File: src/rtl/urx_defines.vh
// register map, field positions, reset values and timing constants of the receiver
`ifndef URX_DEFINES_VH
`define URX_DEFINES_VH

// register addresses on the plain register port
`define URX_ADDR_CTRL    2'h0
`define URX_ADDR_DIVISOR 2'h1
`define URX_ADDR_STATUS  2'h2
`define URX_ADDR_DATA    2'h3

// serial_control_one fields
`define URX_CTRL_UNIT    0
`define URX_CTRL_RECEIVE_ENABLE    1
`define URX_CTRL_NINE    2
`define URX_CTRL_PAREN   3
`define URX_CTRL_PARODD  4
`define URX_CTRL_RIE     5
`define URX_CTRL_W       6
`define URX_CTRL_RESET   6'h00

// serial_status_register fields
`define URX_STAT_AVAIL   0
`define URX_STAT_OVR     1
`define URX_STAT_NOISE   2
`define URX_STAT_FRAMING_ERROR_FLAG    3
`define URX_STAT_PARITY_ERROR_FLAG    4
`define URX_STAT_IDLE    5
`define URX_STAT_NINTH   6

// baud divisor reset value
`define URX_DIV_RESET    8'h00

// oversampling: ticks per bit and the three centre sample points
`define URX_OVERSAMPLE   16
`define URX_PH_S1        4'h7
`define URX_PH_S2        4'h8
`define URX_PH_S3        4'h9

// word lengths
`define URX_BITS_8       4'h8
`define URX_BITS_9       4'h9
`define URX_MASK_8       9'h0ff
`define URX_MASK_9       9'h1ff

// buffer depth
`define URX_FIFO_FULL    2'h2

`endif

File: src/rtl/urx_receiver.v
// receive half of an asynchronous serial port with two-word buffer and error flags
`include "urx_defines.vh"

module urx_receiver
#(
    parameter DIV_W = 8                        // width of the baud divisor
)
(
    input  wire         i_clock,               // system clock, 40 MHz
    input  wire         i_reset,               // synchronous reset, active high
    input  wire         i_enable,              // clock enable, freezes all state when low
    input  wire         i_rx_pin,              // serial receive pin, asynchronous
    input  wire [1:0]   i_addr,                // register address
    input  wire [15:0]  i_wdata,               // register write data
    input  wire         i_wr,                  // write strobe
    input  wire         i_rd,                  // read strobe
    output reg  [15:0]  o_rdata,               // read data, one cycle after the strobe
    output reg          o_rx_irq,              // one-cycle receive interrupt request
    output wire         o_data_available,      // buffer holds an unread word
    output wire         o_receiver_idle        // receiver between frames
);

    // one-hot receiver states
    localparam [4:0] ST_IDLE  = 5'h01;         // hunting for a start edge
    localparam [4:0] ST_START = 5'h02;         // confirming the start bit
    localparam [4:0] ST_DATA  = 5'h04;         // shifting data bits
    localparam [4:0] ST_STOP  = 5'h08;         // checking the stop bit
    localparam [4:0] ST_WAITH = 5'h10;         // line held low, wait for high

    // majority of three samples
    function maj3;
        input a;
        input b;
        input c;
        begin
            maj3 = (a & b) | (a & c) | (b & c);
        end
    endfunction

    // configuration registers
    reg  [`URX_CTRL_W-1:0] ctrl_reg;           // serial_control_one
    reg  [DIV_W-1:0]       divisor_reg;        // baud_divisor

    // pin synchroniser and filtered level
    reg                    sync1_reg;          // first stage, read only by second
    reg                    sync2_reg;          // second stage
    reg                    sync3_reg;          // third stage
    reg                    level_reg;          // accepted line level
    reg                    level_prev_reg;     // level one cycle ago for edge detection

    // oversampling tick generator
    reg  [DIV_W-1:0]       div_cnt_reg;        // cycles within one tick
    wire                   tick;               // sixteen times the baud rate

    // frame engine
    reg  [4:0]             state_reg;          // receiver state
    reg  [3:0]             phase_reg;          // tick within the bit period
    reg  [3:0]             bit_cnt_reg;        // data bit index
    reg  [8:0]             shift_reg;          // receive_shift_register
    reg                    samp1_reg;          // first centre sample
    reg                    samp2_reg;          // second centre sample
    reg                    frame_noise_reg;    // samples disagreed in the start bit or a data bit
    reg                    idle_reg;           // receiver_idle_flag

    // two-word buffer: {framing, parity, nine data bits}
    reg  [10:0]            fifo_mem [0:1];     // buffer storage
    reg                    wr_ptr_reg;         // write pointer
    reg                    rd_ptr_reg;         // read pointer
    reg  [1:0]             count_reg;          // words held

    // status flags and the clear sequence
    reg                    overrun_reg;        // overrun_flag
    reg                    noise_reg;          // noise_flag
    reg                    armed_reg;          // status read seen, data read may clear

    // derived controls
    wire unit_en   = ctrl_reg[`URX_CTRL_UNIT];
    wire rx_en     = ctrl_reg[`URX_CTRL_RECEIVE_ENABLE] & unit_en;
    wire nine      = ctrl_reg[`URX_CTRL_NINE];
    wire par_en    = ctrl_reg[`URX_CTRL_PAREN];
    wire par_odd   = ctrl_reg[`URX_CTRL_PARODD];
    wire receive_interrupt_enable       = ctrl_reg[`URX_CTRL_RIE];
    wire [3:0] nbits = nine ? `URX_BITS_9 : `URX_BITS_8;
    wire [8:0] mask  = nine ? `URX_MASK_9 : `URX_MASK_8;

    // sample decision at the third centre point
    wire decide   = tick & (phase_reg == `URX_PH_S3);
    wire bit_val  = maj3(samp1_reg, samp2_reg, level_reg);
    wire bit_nz   = (samp1_reg != samp2_reg) | (samp2_reg != level_reg);

    // end of frame: word ready to go into the buffer
    wire frame_end = (state_reg == ST_STOP) & decide & rx_en;
    wire stop_bad  = ~bit_val;
    wire par_bad   = par_en & ((^(shift_reg & mask)) ^ par_odd);
    wire room      = (count_reg != `URX_FIFO_FULL);
    wire push      = frame_end & room;
    wire overrun_ev = frame_end & ~room;

    // register accesses
    wire rd_status = i_rd & (i_addr == `URX_ADDR_STATUS);
    wire rd_data   = i_rd & (i_addr == `URX_ADDR_DATA);
    wire pop       = rd_data & armed_reg & (count_reg != 2'h0);
    wire [10:0] head = fifo_mem[rd_ptr_reg];

    assign tick             = (div_cnt_reg == divisor_reg);
    assign o_data_available = (count_reg != 2'h0);
    assign o_receiver_idle  = idle_reg;

    // configuration writes; disabling the unit also drops receive enable
    always @(posedge i_clock)
    begin
        if (i_reset)
        begin
            ctrl_reg    <= `URX_CTRL_RESET;
            divisor_reg <= `URX_DIV_RESET;
        end
        else if (i_enable)
        begin
            if (i_wr & (i_addr == `URX_ADDR_CTRL))
            begin
                ctrl_reg <= i_wdata[`URX_CTRL_W-1:0];
                // a write that clears the unit bit clears receive enable too
                if (!i_wdata[`URX_CTRL_UNIT])
                    ctrl_reg[`URX_CTRL_RECEIVE_ENABLE] <= 1'b0;
            end
            else if (!unit_en)
            begin
                ctrl_reg[`URX_CTRL_RECEIVE_ENABLE] <= 1'b0;
            end
            if (i_wr & (i_addr == `URX_ADDR_DIVISOR))
                divisor_reg <= i_wdata[DIV_W-1:0];
        end
    end

    // three-stage pin synchroniser; a change counts once stages two and three agree
    always @(posedge i_clock)
    begin
        if (i_reset)
        begin
            sync1_reg      <= 1'b1;
            sync2_reg      <= 1'b1;
            sync3_reg      <= 1'b1;
            level_reg      <= 1'b1;
            level_prev_reg <= 1'b1;
        end
        else if (i_enable)
        begin
            sync1_reg      <= i_rx_pin;
            sync2_reg      <= sync1_reg;
            sync3_reg      <= sync2_reg;
            if (sync2_reg == sync3_reg)
                level_reg <= sync3_reg;
            level_prev_reg <= level_reg;
        end
    end

    // oversampling tick: one tick every divisor plus one cycles
    always @(posedge i_clock)
    begin
        if (i_reset)
            div_cnt_reg <= {DIV_W{1'b0}};
        else if (i_enable)
        begin
            if (tick)
                div_cnt_reg <= {DIV_W{1'b0}};
            else
                div_cnt_reg <= div_cnt_reg + 1'b1;
        end
    end

    // frame engine: start detect, centre sampling, data shift, stop check
    always @(posedge i_clock)
    begin
        if (i_reset)
        begin
            state_reg       <= ST_IDLE;
            phase_reg       <= 4'h0;
            bit_cnt_reg     <= 4'h0;
            shift_reg       <= 9'h000;
            samp1_reg       <= 1'b1;
            samp2_reg       <= 1'b1;
            frame_noise_reg <= 1'b0;
            idle_reg        <= 1'b1;
        end
        else if (i_enable)
        begin
            // take the two early samples; the third is the live level
            if (tick && (phase_reg == `URX_PH_S1))
                samp1_reg <= level_reg;
            if (tick && (phase_reg == `URX_PH_S2))
                samp2_reg <= level_reg;
            if (tick)
                phase_reg <= phase_reg + 1'b1;
            if (!rx_en)
            begin
                // disabled unit or receiver abandons any frame at once
                state_reg <= ST_IDLE;
                idle_reg  <= 1'b1;
            end
            else
            begin
                case (state_reg)
                    ST_IDLE:
                    begin
                        // a falling edge marks the start bit
                        if (level_prev_reg & ~level_reg)
                        begin
                            state_reg       <= ST_START;
                            phase_reg       <= 4'h0;
                            bit_cnt_reg     <= 4'h0;
                            shift_reg       <= 9'h000;
                            frame_noise_reg <= 1'b0;
                            idle_reg        <= 1'b0;
                        end
                    end
                    ST_START:
                    begin
                        if (decide)
                        begin
                            // a glitch that is high at the centre is no start
                            if (bit_val)
                            begin
                                state_reg <= ST_IDLE;
                                idle_reg  <= 1'b1;
                            end
                            else
                            begin
                                state_reg <= ST_DATA;
                            end
                            if (bit_nz)
                                frame_noise_reg <= 1'b1;
                        end
                    end
                    ST_DATA:
                    begin
                        if (decide)
                        begin
                            shift_reg[bit_cnt_reg] <= bit_val;
                            bit_cnt_reg <= bit_cnt_reg + 1'b1;
                            if (bit_nz)
                                frame_noise_reg <= 1'b1;
                            if (bit_cnt_reg == nbits - 1'b1)
                                state_reg <= ST_STOP;
                        end
                    end
                    ST_STOP:
                    begin
                        if (decide)
                        begin
                            idle_reg <= 1'b1;
                            // a low stop level may be a break: do not take it as a start
                            if (stop_bad)
                                state_reg <= ST_WAITH;
                            else
                                state_reg <= ST_IDLE;
                        end
                    end
                    ST_WAITH:
                    begin
                        if (level_reg)
                            state_reg <= ST_IDLE;
                    end
                    default:
                    begin
                        state_reg <= ST_IDLE;
                    end
                endcase
            end
        end
    end

    // two-word buffer; an overrun leaves its contents untouched
    always @(posedge i_clock)
    begin
        if (i_reset)
        begin
            wr_ptr_reg  <= 1'b0;
            rd_ptr_reg  <= 1'b0;
            count_reg   <= 2'h0;
            fifo_mem[0] <= 11'h000;
            fifo_mem[1] <= 11'h000;
        end
        else if (i_enable)
        begin
            if (!unit_en)
            begin
                // unit disable discards every buffered word
                wr_ptr_reg <= 1'b0;
                rd_ptr_reg <= 1'b0;
                count_reg  <= 2'h0;
            end
            else
            begin
                if (push)
                begin
                    // a break arrives as zeros with the framing flag set
                    fifo_mem[wr_ptr_reg] <= {stop_bad, par_bad, shift_reg & mask};
                    wr_ptr_reg <= ~wr_ptr_reg;
                end
                if (pop)
                    rd_ptr_reg <= ~rd_ptr_reg;
                if (push & ~pop)
                    count_reg <= count_reg + 1'b1;
                else if (pop & ~push)
                    count_reg <= count_reg - 1'b1;
            end
        end
    end

    // sticky overrun and noise flags; a set in the clearing cycle wins
    always @(posedge i_clock)
    begin
        if (i_reset)
        begin
            overrun_reg <= 1'b0;
            noise_reg   <= 1'b0;
            armed_reg   <= 1'b0;
        end
        else if (i_enable)
        begin
            if (!unit_en)
            begin
                overrun_reg <= 1'b0;
                noise_reg   <= 1'b0;
                armed_reg   <= 1'b0;
            end
            else
            begin
                if (overrun_ev)
                    overrun_reg <= 1'b1;
                else if (pop)
                    overrun_reg <= 1'b0;
                if (push & frame_noise_reg)
                    noise_reg <= 1'b1;
                else if (pop)
                    noise_reg <= 1'b0;
                // the sequence is a status read then a data read
                if (rd_status)
                    armed_reg <= 1'b1;
                else if (rd_data)
                    armed_reg <= 1'b0;
            end
        end
    end

    // interrupt pulse on every transfer and on overrun; noise adds none of its own
    always @(posedge i_clock)
    begin
        if (i_reset)
            o_rx_irq <= 1'b0;
        else if (i_enable)
            o_rx_irq <= receive_interrupt_enable & unit_en & (push | overrun_ev);
    end

    // registered read data; status shows the flags stored with the oldest word
    always @(posedge i_clock)
    begin
        if (i_reset)
            o_rdata <= 16'h0000;
        else if (i_enable)
        begin
            o_rdata <= 16'h0000;
            if (i_rd)
            begin
                case (i_addr)
                    `URX_ADDR_CTRL:
                        o_rdata[`URX_CTRL_W-1:0] <= ctrl_reg;
                    `URX_ADDR_DIVISOR:
                        o_rdata[DIV_W-1:0] <= divisor_reg;
                    `URX_ADDR_STATUS:
                    begin
                        o_rdata[`URX_STAT_AVAIL] <= o_data_available;
                        o_rdata[`URX_STAT_OVR]   <= overrun_reg;
                        o_rdata[`URX_STAT_NOISE] <= noise_reg;
                        // stored flags belong to the head word, so read them first
                        o_rdata[`URX_STAT_FRAMING_ERROR_FLAG]  <= o_data_available & head[10];
                        o_rdata[`URX_STAT_PARITY_ERROR_FLAG]  <= o_data_available & head[9];
                        o_rdata[`URX_STAT_IDLE]  <= idle_reg;
                        o_rdata[`URX_STAT_NINTH] <= o_data_available & head[8];
                    end
                    `URX_ADDR_DATA:
                        o_rdata[7:0] <= o_data_available ? head[7:0] : 8'h00;
                    default:
                        o_rdata <= 16'h0000;
                endcase
            end
        end
    end

endmodule // urx_receiver

File: config.mk
export PLATFORM = sky130hd
export DESIGN_NAME = urx_receiver
export DESIGN_NICKNAME = d
export VERILOG_FILES = /design/src/rtl/urx_receiver.v
export VERILOG_INCLUDE_DIRS = /design/src /design/src/rtl
export SDC_FILE = /design/constraint.sdc
export NUM_CORES = 1
export LEC_CHECK = 0
export BUFFER_PORTS_ARGS = -buffer_cell sky130_fd_sc_hd__buf_2
export CORE_MARGIN = 4
export CORE_UTILIZATION = 54
export DETAILED_ROUTE_END_ITERATION = 12
export GPL_ROUTABILITY_DRIVEN = 0
export GPL_TIMING_DRIVEN = 0
export PLACE_DENSITY = 0.79
export SLEW_MARGIN = 20
export SYNTH_ARGS = -nofsm -noshare
export SYNTH_HDL_FRONTEND = slang
export SYNTH_SLANG_ARGS = --single-unit
File: constraint.sdc
create_clock -name i_clock -period 2.38 [get_ports i_clock]
set_input_delay 0.476 -clock i_clock [delete_from_list [all_inputs] [get_ports i_clock]]
set_output_delay 0.476 -clock i_clock [all_outputs]
set_load 0.05 [all_outputs]
==> impl_summary.md <==
Critical path
Walking the worst path, the cells encountered are xnor2_1 -> nand4_2 -> nor4_4 -> buf_4 -> mux2i_1 -> nor3b_1 -> or4_1. The biggest fanout along the worst timing path is 7. On the critical path, the stage with the largest delay is an instance of sky130_fd_sc_hd__or4_1. The critical path is of the reg2reg type.

Counting both buffers and inverters, the worst setup path holds a total of 1. The dominant delay contributor by cell family on the critical path is simple AND/OR/NAND/NOR gates. The start of the worst register-to-register path is div_cnt_reg[4]$_SDFFE_PP0P_. The reg-to-reg setup timing slack is roughly 0.052 ns. For the worst setup path, the data arrival time is about 2.6 ns. On the worst path, the slowest cell contributes a delay of approximately 0.50 ns. STA classifies the critical path endpoint as a flip-flop. The worst register-to-register path ends at count_reg[1]$_SDFFE_PP0P_. The worst setup path is launched from a flip-flop. For the worst setup path, the data required time is about 2.6 ns. The number of cells traversed by the worst register-to-register path is 7.

Clocking
The clock latency at the later pin of the worst-skew pair is between 0.3 and 0.4 ns. The library cell used as clock root buffer is sky130_fd_sc_hd__clkbuf_8. The cts-stage hold buffer count is 0. In this run the deepest clock path goes through 2 buffers. The clock sink total is ~90. After clock tree synthesis, the clock-pin slew on the worst setup and hold paths is 0.11 ns. The number of levels the H-tree was split into is 3. The total CTS buffers is 9. TritonCTS built the clock tree.

Floorplan
In this run the standard cell core region covers between 0.008 and 0.009 sq mm. Pin placement for this block handled between 40 and 50 I/O pins. The initial core utilization is 0.553. The overall die height is approximately 100 microns. The floorplan step set the die width to approximately 100 microns.

The area enclosed by the die boundary is approximately 0.010 sq mm. The cell row count is 34.

STA
The number of endpoints with negative hold slack in the final report came to 0. The worst path setup slack after routing is 0.0517 ns. The relative slew slack is 0.349. The final-report setup violation count is 0. Setup repair after global routing could not meet its margin everywhere. The number of max-slew violations in the final report came to 0. The share of the cycle needed by the critical path after routing is 0.978. The highest attainable clock frequency is 0.429 GHz. For the pin with the worst max-slew slack, the measured transition is between 0.9 and 1 ns. The clock tree skew after final layout is about 0.019 ns. Counting I/O delays and the setup requirement, the final critical path takes ~2.3 ns.

Flow run
The number of max-cap violations is 0.

Logic synthesis
The share of the yosys chip area belonging to registers is 0.430. In this run the mean area of a mapped cell was ~9.2 sq um. The fraction of registers with async set/reset is 0. After synthesis, the netlist uses 68 different library cells. Counting every instance in the synthesized netlist gives 522. The number of enable-type register cells in the synthesized netlist is 22.

Sorting the synthesized cells by area gives the leading types as sky130_fd_sc_hd__dfxtp_1 29%, sky130_fd_sc_hd__edfxtp_1 14%, sky130_fd_sc_hd__xnor2_1 4.0%. For this run, the number of Yosys warnings is 0. The dominant synthesized flop cell is sky130_fd_sc_hd__dfxtp_1.

The area fraction of the dominant cell type after synthesis is 0.292. The most repeated cell in the gate-level netlist after synthesis is sky130_fd_sc_hd__dfxtp_1. The number of storage elements in the synthesis netlist is 92. The synthesized netlist occupies a cell area of 0.00480 sq mm. By count the netlist is led by 70 x sky130_fd_sc_hd__dfxtp_1, 51 x sky130_fd_sc_hd__nor2_1, 46 x sky130_fd_sc_hd__nand2_1. Of all cell types, the one taking the most synthesized area is sky130_fd_sc_hd__dfxtp_1.

Final layout
The area added between synthesis and finish is 10.8%. The antenna diode count is 0. The flip-flop count of the largest register, all copies and words added is 22. In the final layout, the share of cells above drive strength 1 is 0.150. At the end of the flow, the number of nets in the layout was approximately 600. The finished layout holds 680 standard cells, fillers aside.

Global routing
The initial antenna violation count came to 0. The number of global-route vias before repair is 3,755. The pin count of the biggest net entering global routing is 19. In the global route stage, overall resource usage came out at 0.221. The first-pass GRT wire length is about 18,000 microns. For this run the aggregate overflow at the end of global routing stands at 0.

Pwr
The power density of the placed cells is 555 mW/mm^2. The sum of internal, switching and leakage power is a little under 3 mW. The static leakage power is 1.92 nW. The worst IR drop on VDD is 0.302 mV.

Hold path
The path class of the tightest hold or removal check is in2reg. The launch instance of the worst min-delay path is i_rx_pin. The instance count along the most critical hold path is 2. The worst hold path terminates at sync1_reg$_SDFFE_PP1P_.

Drt
The per-cell routed wire length is about 16 microns. The final wirelength is between 10,000 and 15,000 microns. The DRC marker count from the first detailed-route iteration is ~240. After detailed routing, the number of remaining DRC violations is 0. Dividing the detail-routed via count by the number of cells gives about 6.

For this run, the detailed router's first-pass iteration total came to 6. The detail route stage leaves a number of antenna-violating nets equal to 0. The vias after detailed routing is between 3,000 and 4,000.

Placed design
The worst-case setup slack after placement is -0.570 ns. The number of buffer cells added on primary ports is 25. After detailed placement, the design holds a cell count of 662. The detailed placer's ending HPWL is 8160 microns.

Outcome
The flow ran to the end, and the final reports show no timing, DRC or antenna violations.
## layer usage
metal	routed length (microns)	global-route usage
met5	0	0
met1	4790	0.281
met3	698	0.0396
met4	238	0.0999
met2	5370	0.365
## through the flow
stage | util | hold WS (ns) | cell area, sq um | setup TNS [ns]
final | 0.612 | 0.309 | 5310 | 0
after detailed placement | 0.586 | 0.448 | 5080 | -10.68
after floorplan | - | 0.430 | 4820 | 0
after CTS | 0.610 | 0.302 | 5290 | 0
after global routing | 0.612 | 0.309 | 5310 | -0.0559
after global placement | 0.586 | 0.443 | 5080 | -9.48
## power breakdown
| group | internal [mW] | switching, mW | leakage, nW |
|---|---|---|---|
| combinational | 0.0866 | 0.178 | 1.04 |
| clock | 0.409 | 0.618 | 0.0986 |
| sequential | 1.63 | 0.0263 | 0.785 |
## cell families (layout without fill, tap and decap cells)
family | after synthesis | after routing | share of synthesized area
flip-flops | 92 | 92 | 0.430
buffers and inverters | 56 | 99 | 0.0574
AND/OR/NAND/NOR | 218 | 218 | 0.257
AO/OA/AOI/OAI | 92 | 92 | 0.124
multiplexers | 24 | 24 | 0.0522
XOR/XNOR | 29 | 29 | 0.0530
adder cells (fa/ha/maj) | 10 | 10 | 0.0261
other | 1 | 8 | 0.000782
## final cells by class
type	instances	area [sq um]
Buffer	38	211
Clock buffer	9	124
Clock inverter	7	66.3
Fill cell	763	3370
Inverter	18	67.6
Multi-Input combinational cell	381	2510
Sequential cell	92	2060
Tap cell	108	135
Timing Repair Buffer	27	140
## how the worst max path moves through the flow
stage | from | endpoint | slack, ns | depth (start not counted)
after floorplan | div_cnt_reg[0]$_SDFFE_PP0P_ | fifo_mem[0][0]$_SDFFCE_PN0P_ | 0.05 | 6
after global placement | i_reset | fifo_mem[1][5]$_SDFFCE_PN0P_ | -0.52 | 5
after detailed placement | i_reset | fifo_mem[1][6]$_SDFFCE_PN0P_ | -0.57 | 5
after CTS | state_reg[2]$_SDFFE_PP0P_ | count_reg[1]$_SDFFE_PP0P_ | 0.0008 | 8
after global routing | div_cnt_reg[4]$_SDFFE_PP0P_ | count_reg[1]$_SDFFE_PP0P_ | -0.03 | 7
final | div_cnt_reg[4]$_SDFFE_PP0P_ | count_reg[1]$_SDFFE_PP0P_ | 0.05 | 7
## placed cells by master, fill, tap and decap left out, types with 9 or more instances in the layout
cell type and instances:
sky130_fd_sc_hd__and2_1 20, sky130_fd_sc_hd__nand2_1 46, sky130_fd_sc_hd__a21oi_1 28, sky130_fd_sc_hd__mux2i_1 19
sky130_fd_sc_hd__and4_1 9, sky130_fd_sc_hd__clkbuf_8 9, sky130_fd_sc_hd__a31oi_1 12, sky130_fd_sc_hd__o21ai_0 13
sky130_fd_sc_hd__ha_1 10, sky130_fd_sc_hd__dfxtp_1 70, sky130_fd_sc_hd__clkbuf_1 18, sky130_fd_sc_hd__buf_4 11
sky130_fd_sc_hd__inv_1 17, sky130_fd_sc_hd__xnor2_1 22, sky130_fd_sc_hd__edfxtp_1 22, sky130_fd_sc_hd__buf_2 29
sky130_fd_sc_hd__nor3_1 15, sky130_fd_sc_hd__nor2_1 51
## timing repair
action | CTS | global route
cloned | 0 | 0
setup buffers | 1 | 1
pin swaps | 1 | 3
endpoints found under the setup margin | 23 | 33
resized for setup | 4 | 4
Note: power is estimated with default switching activity, not from simulation.
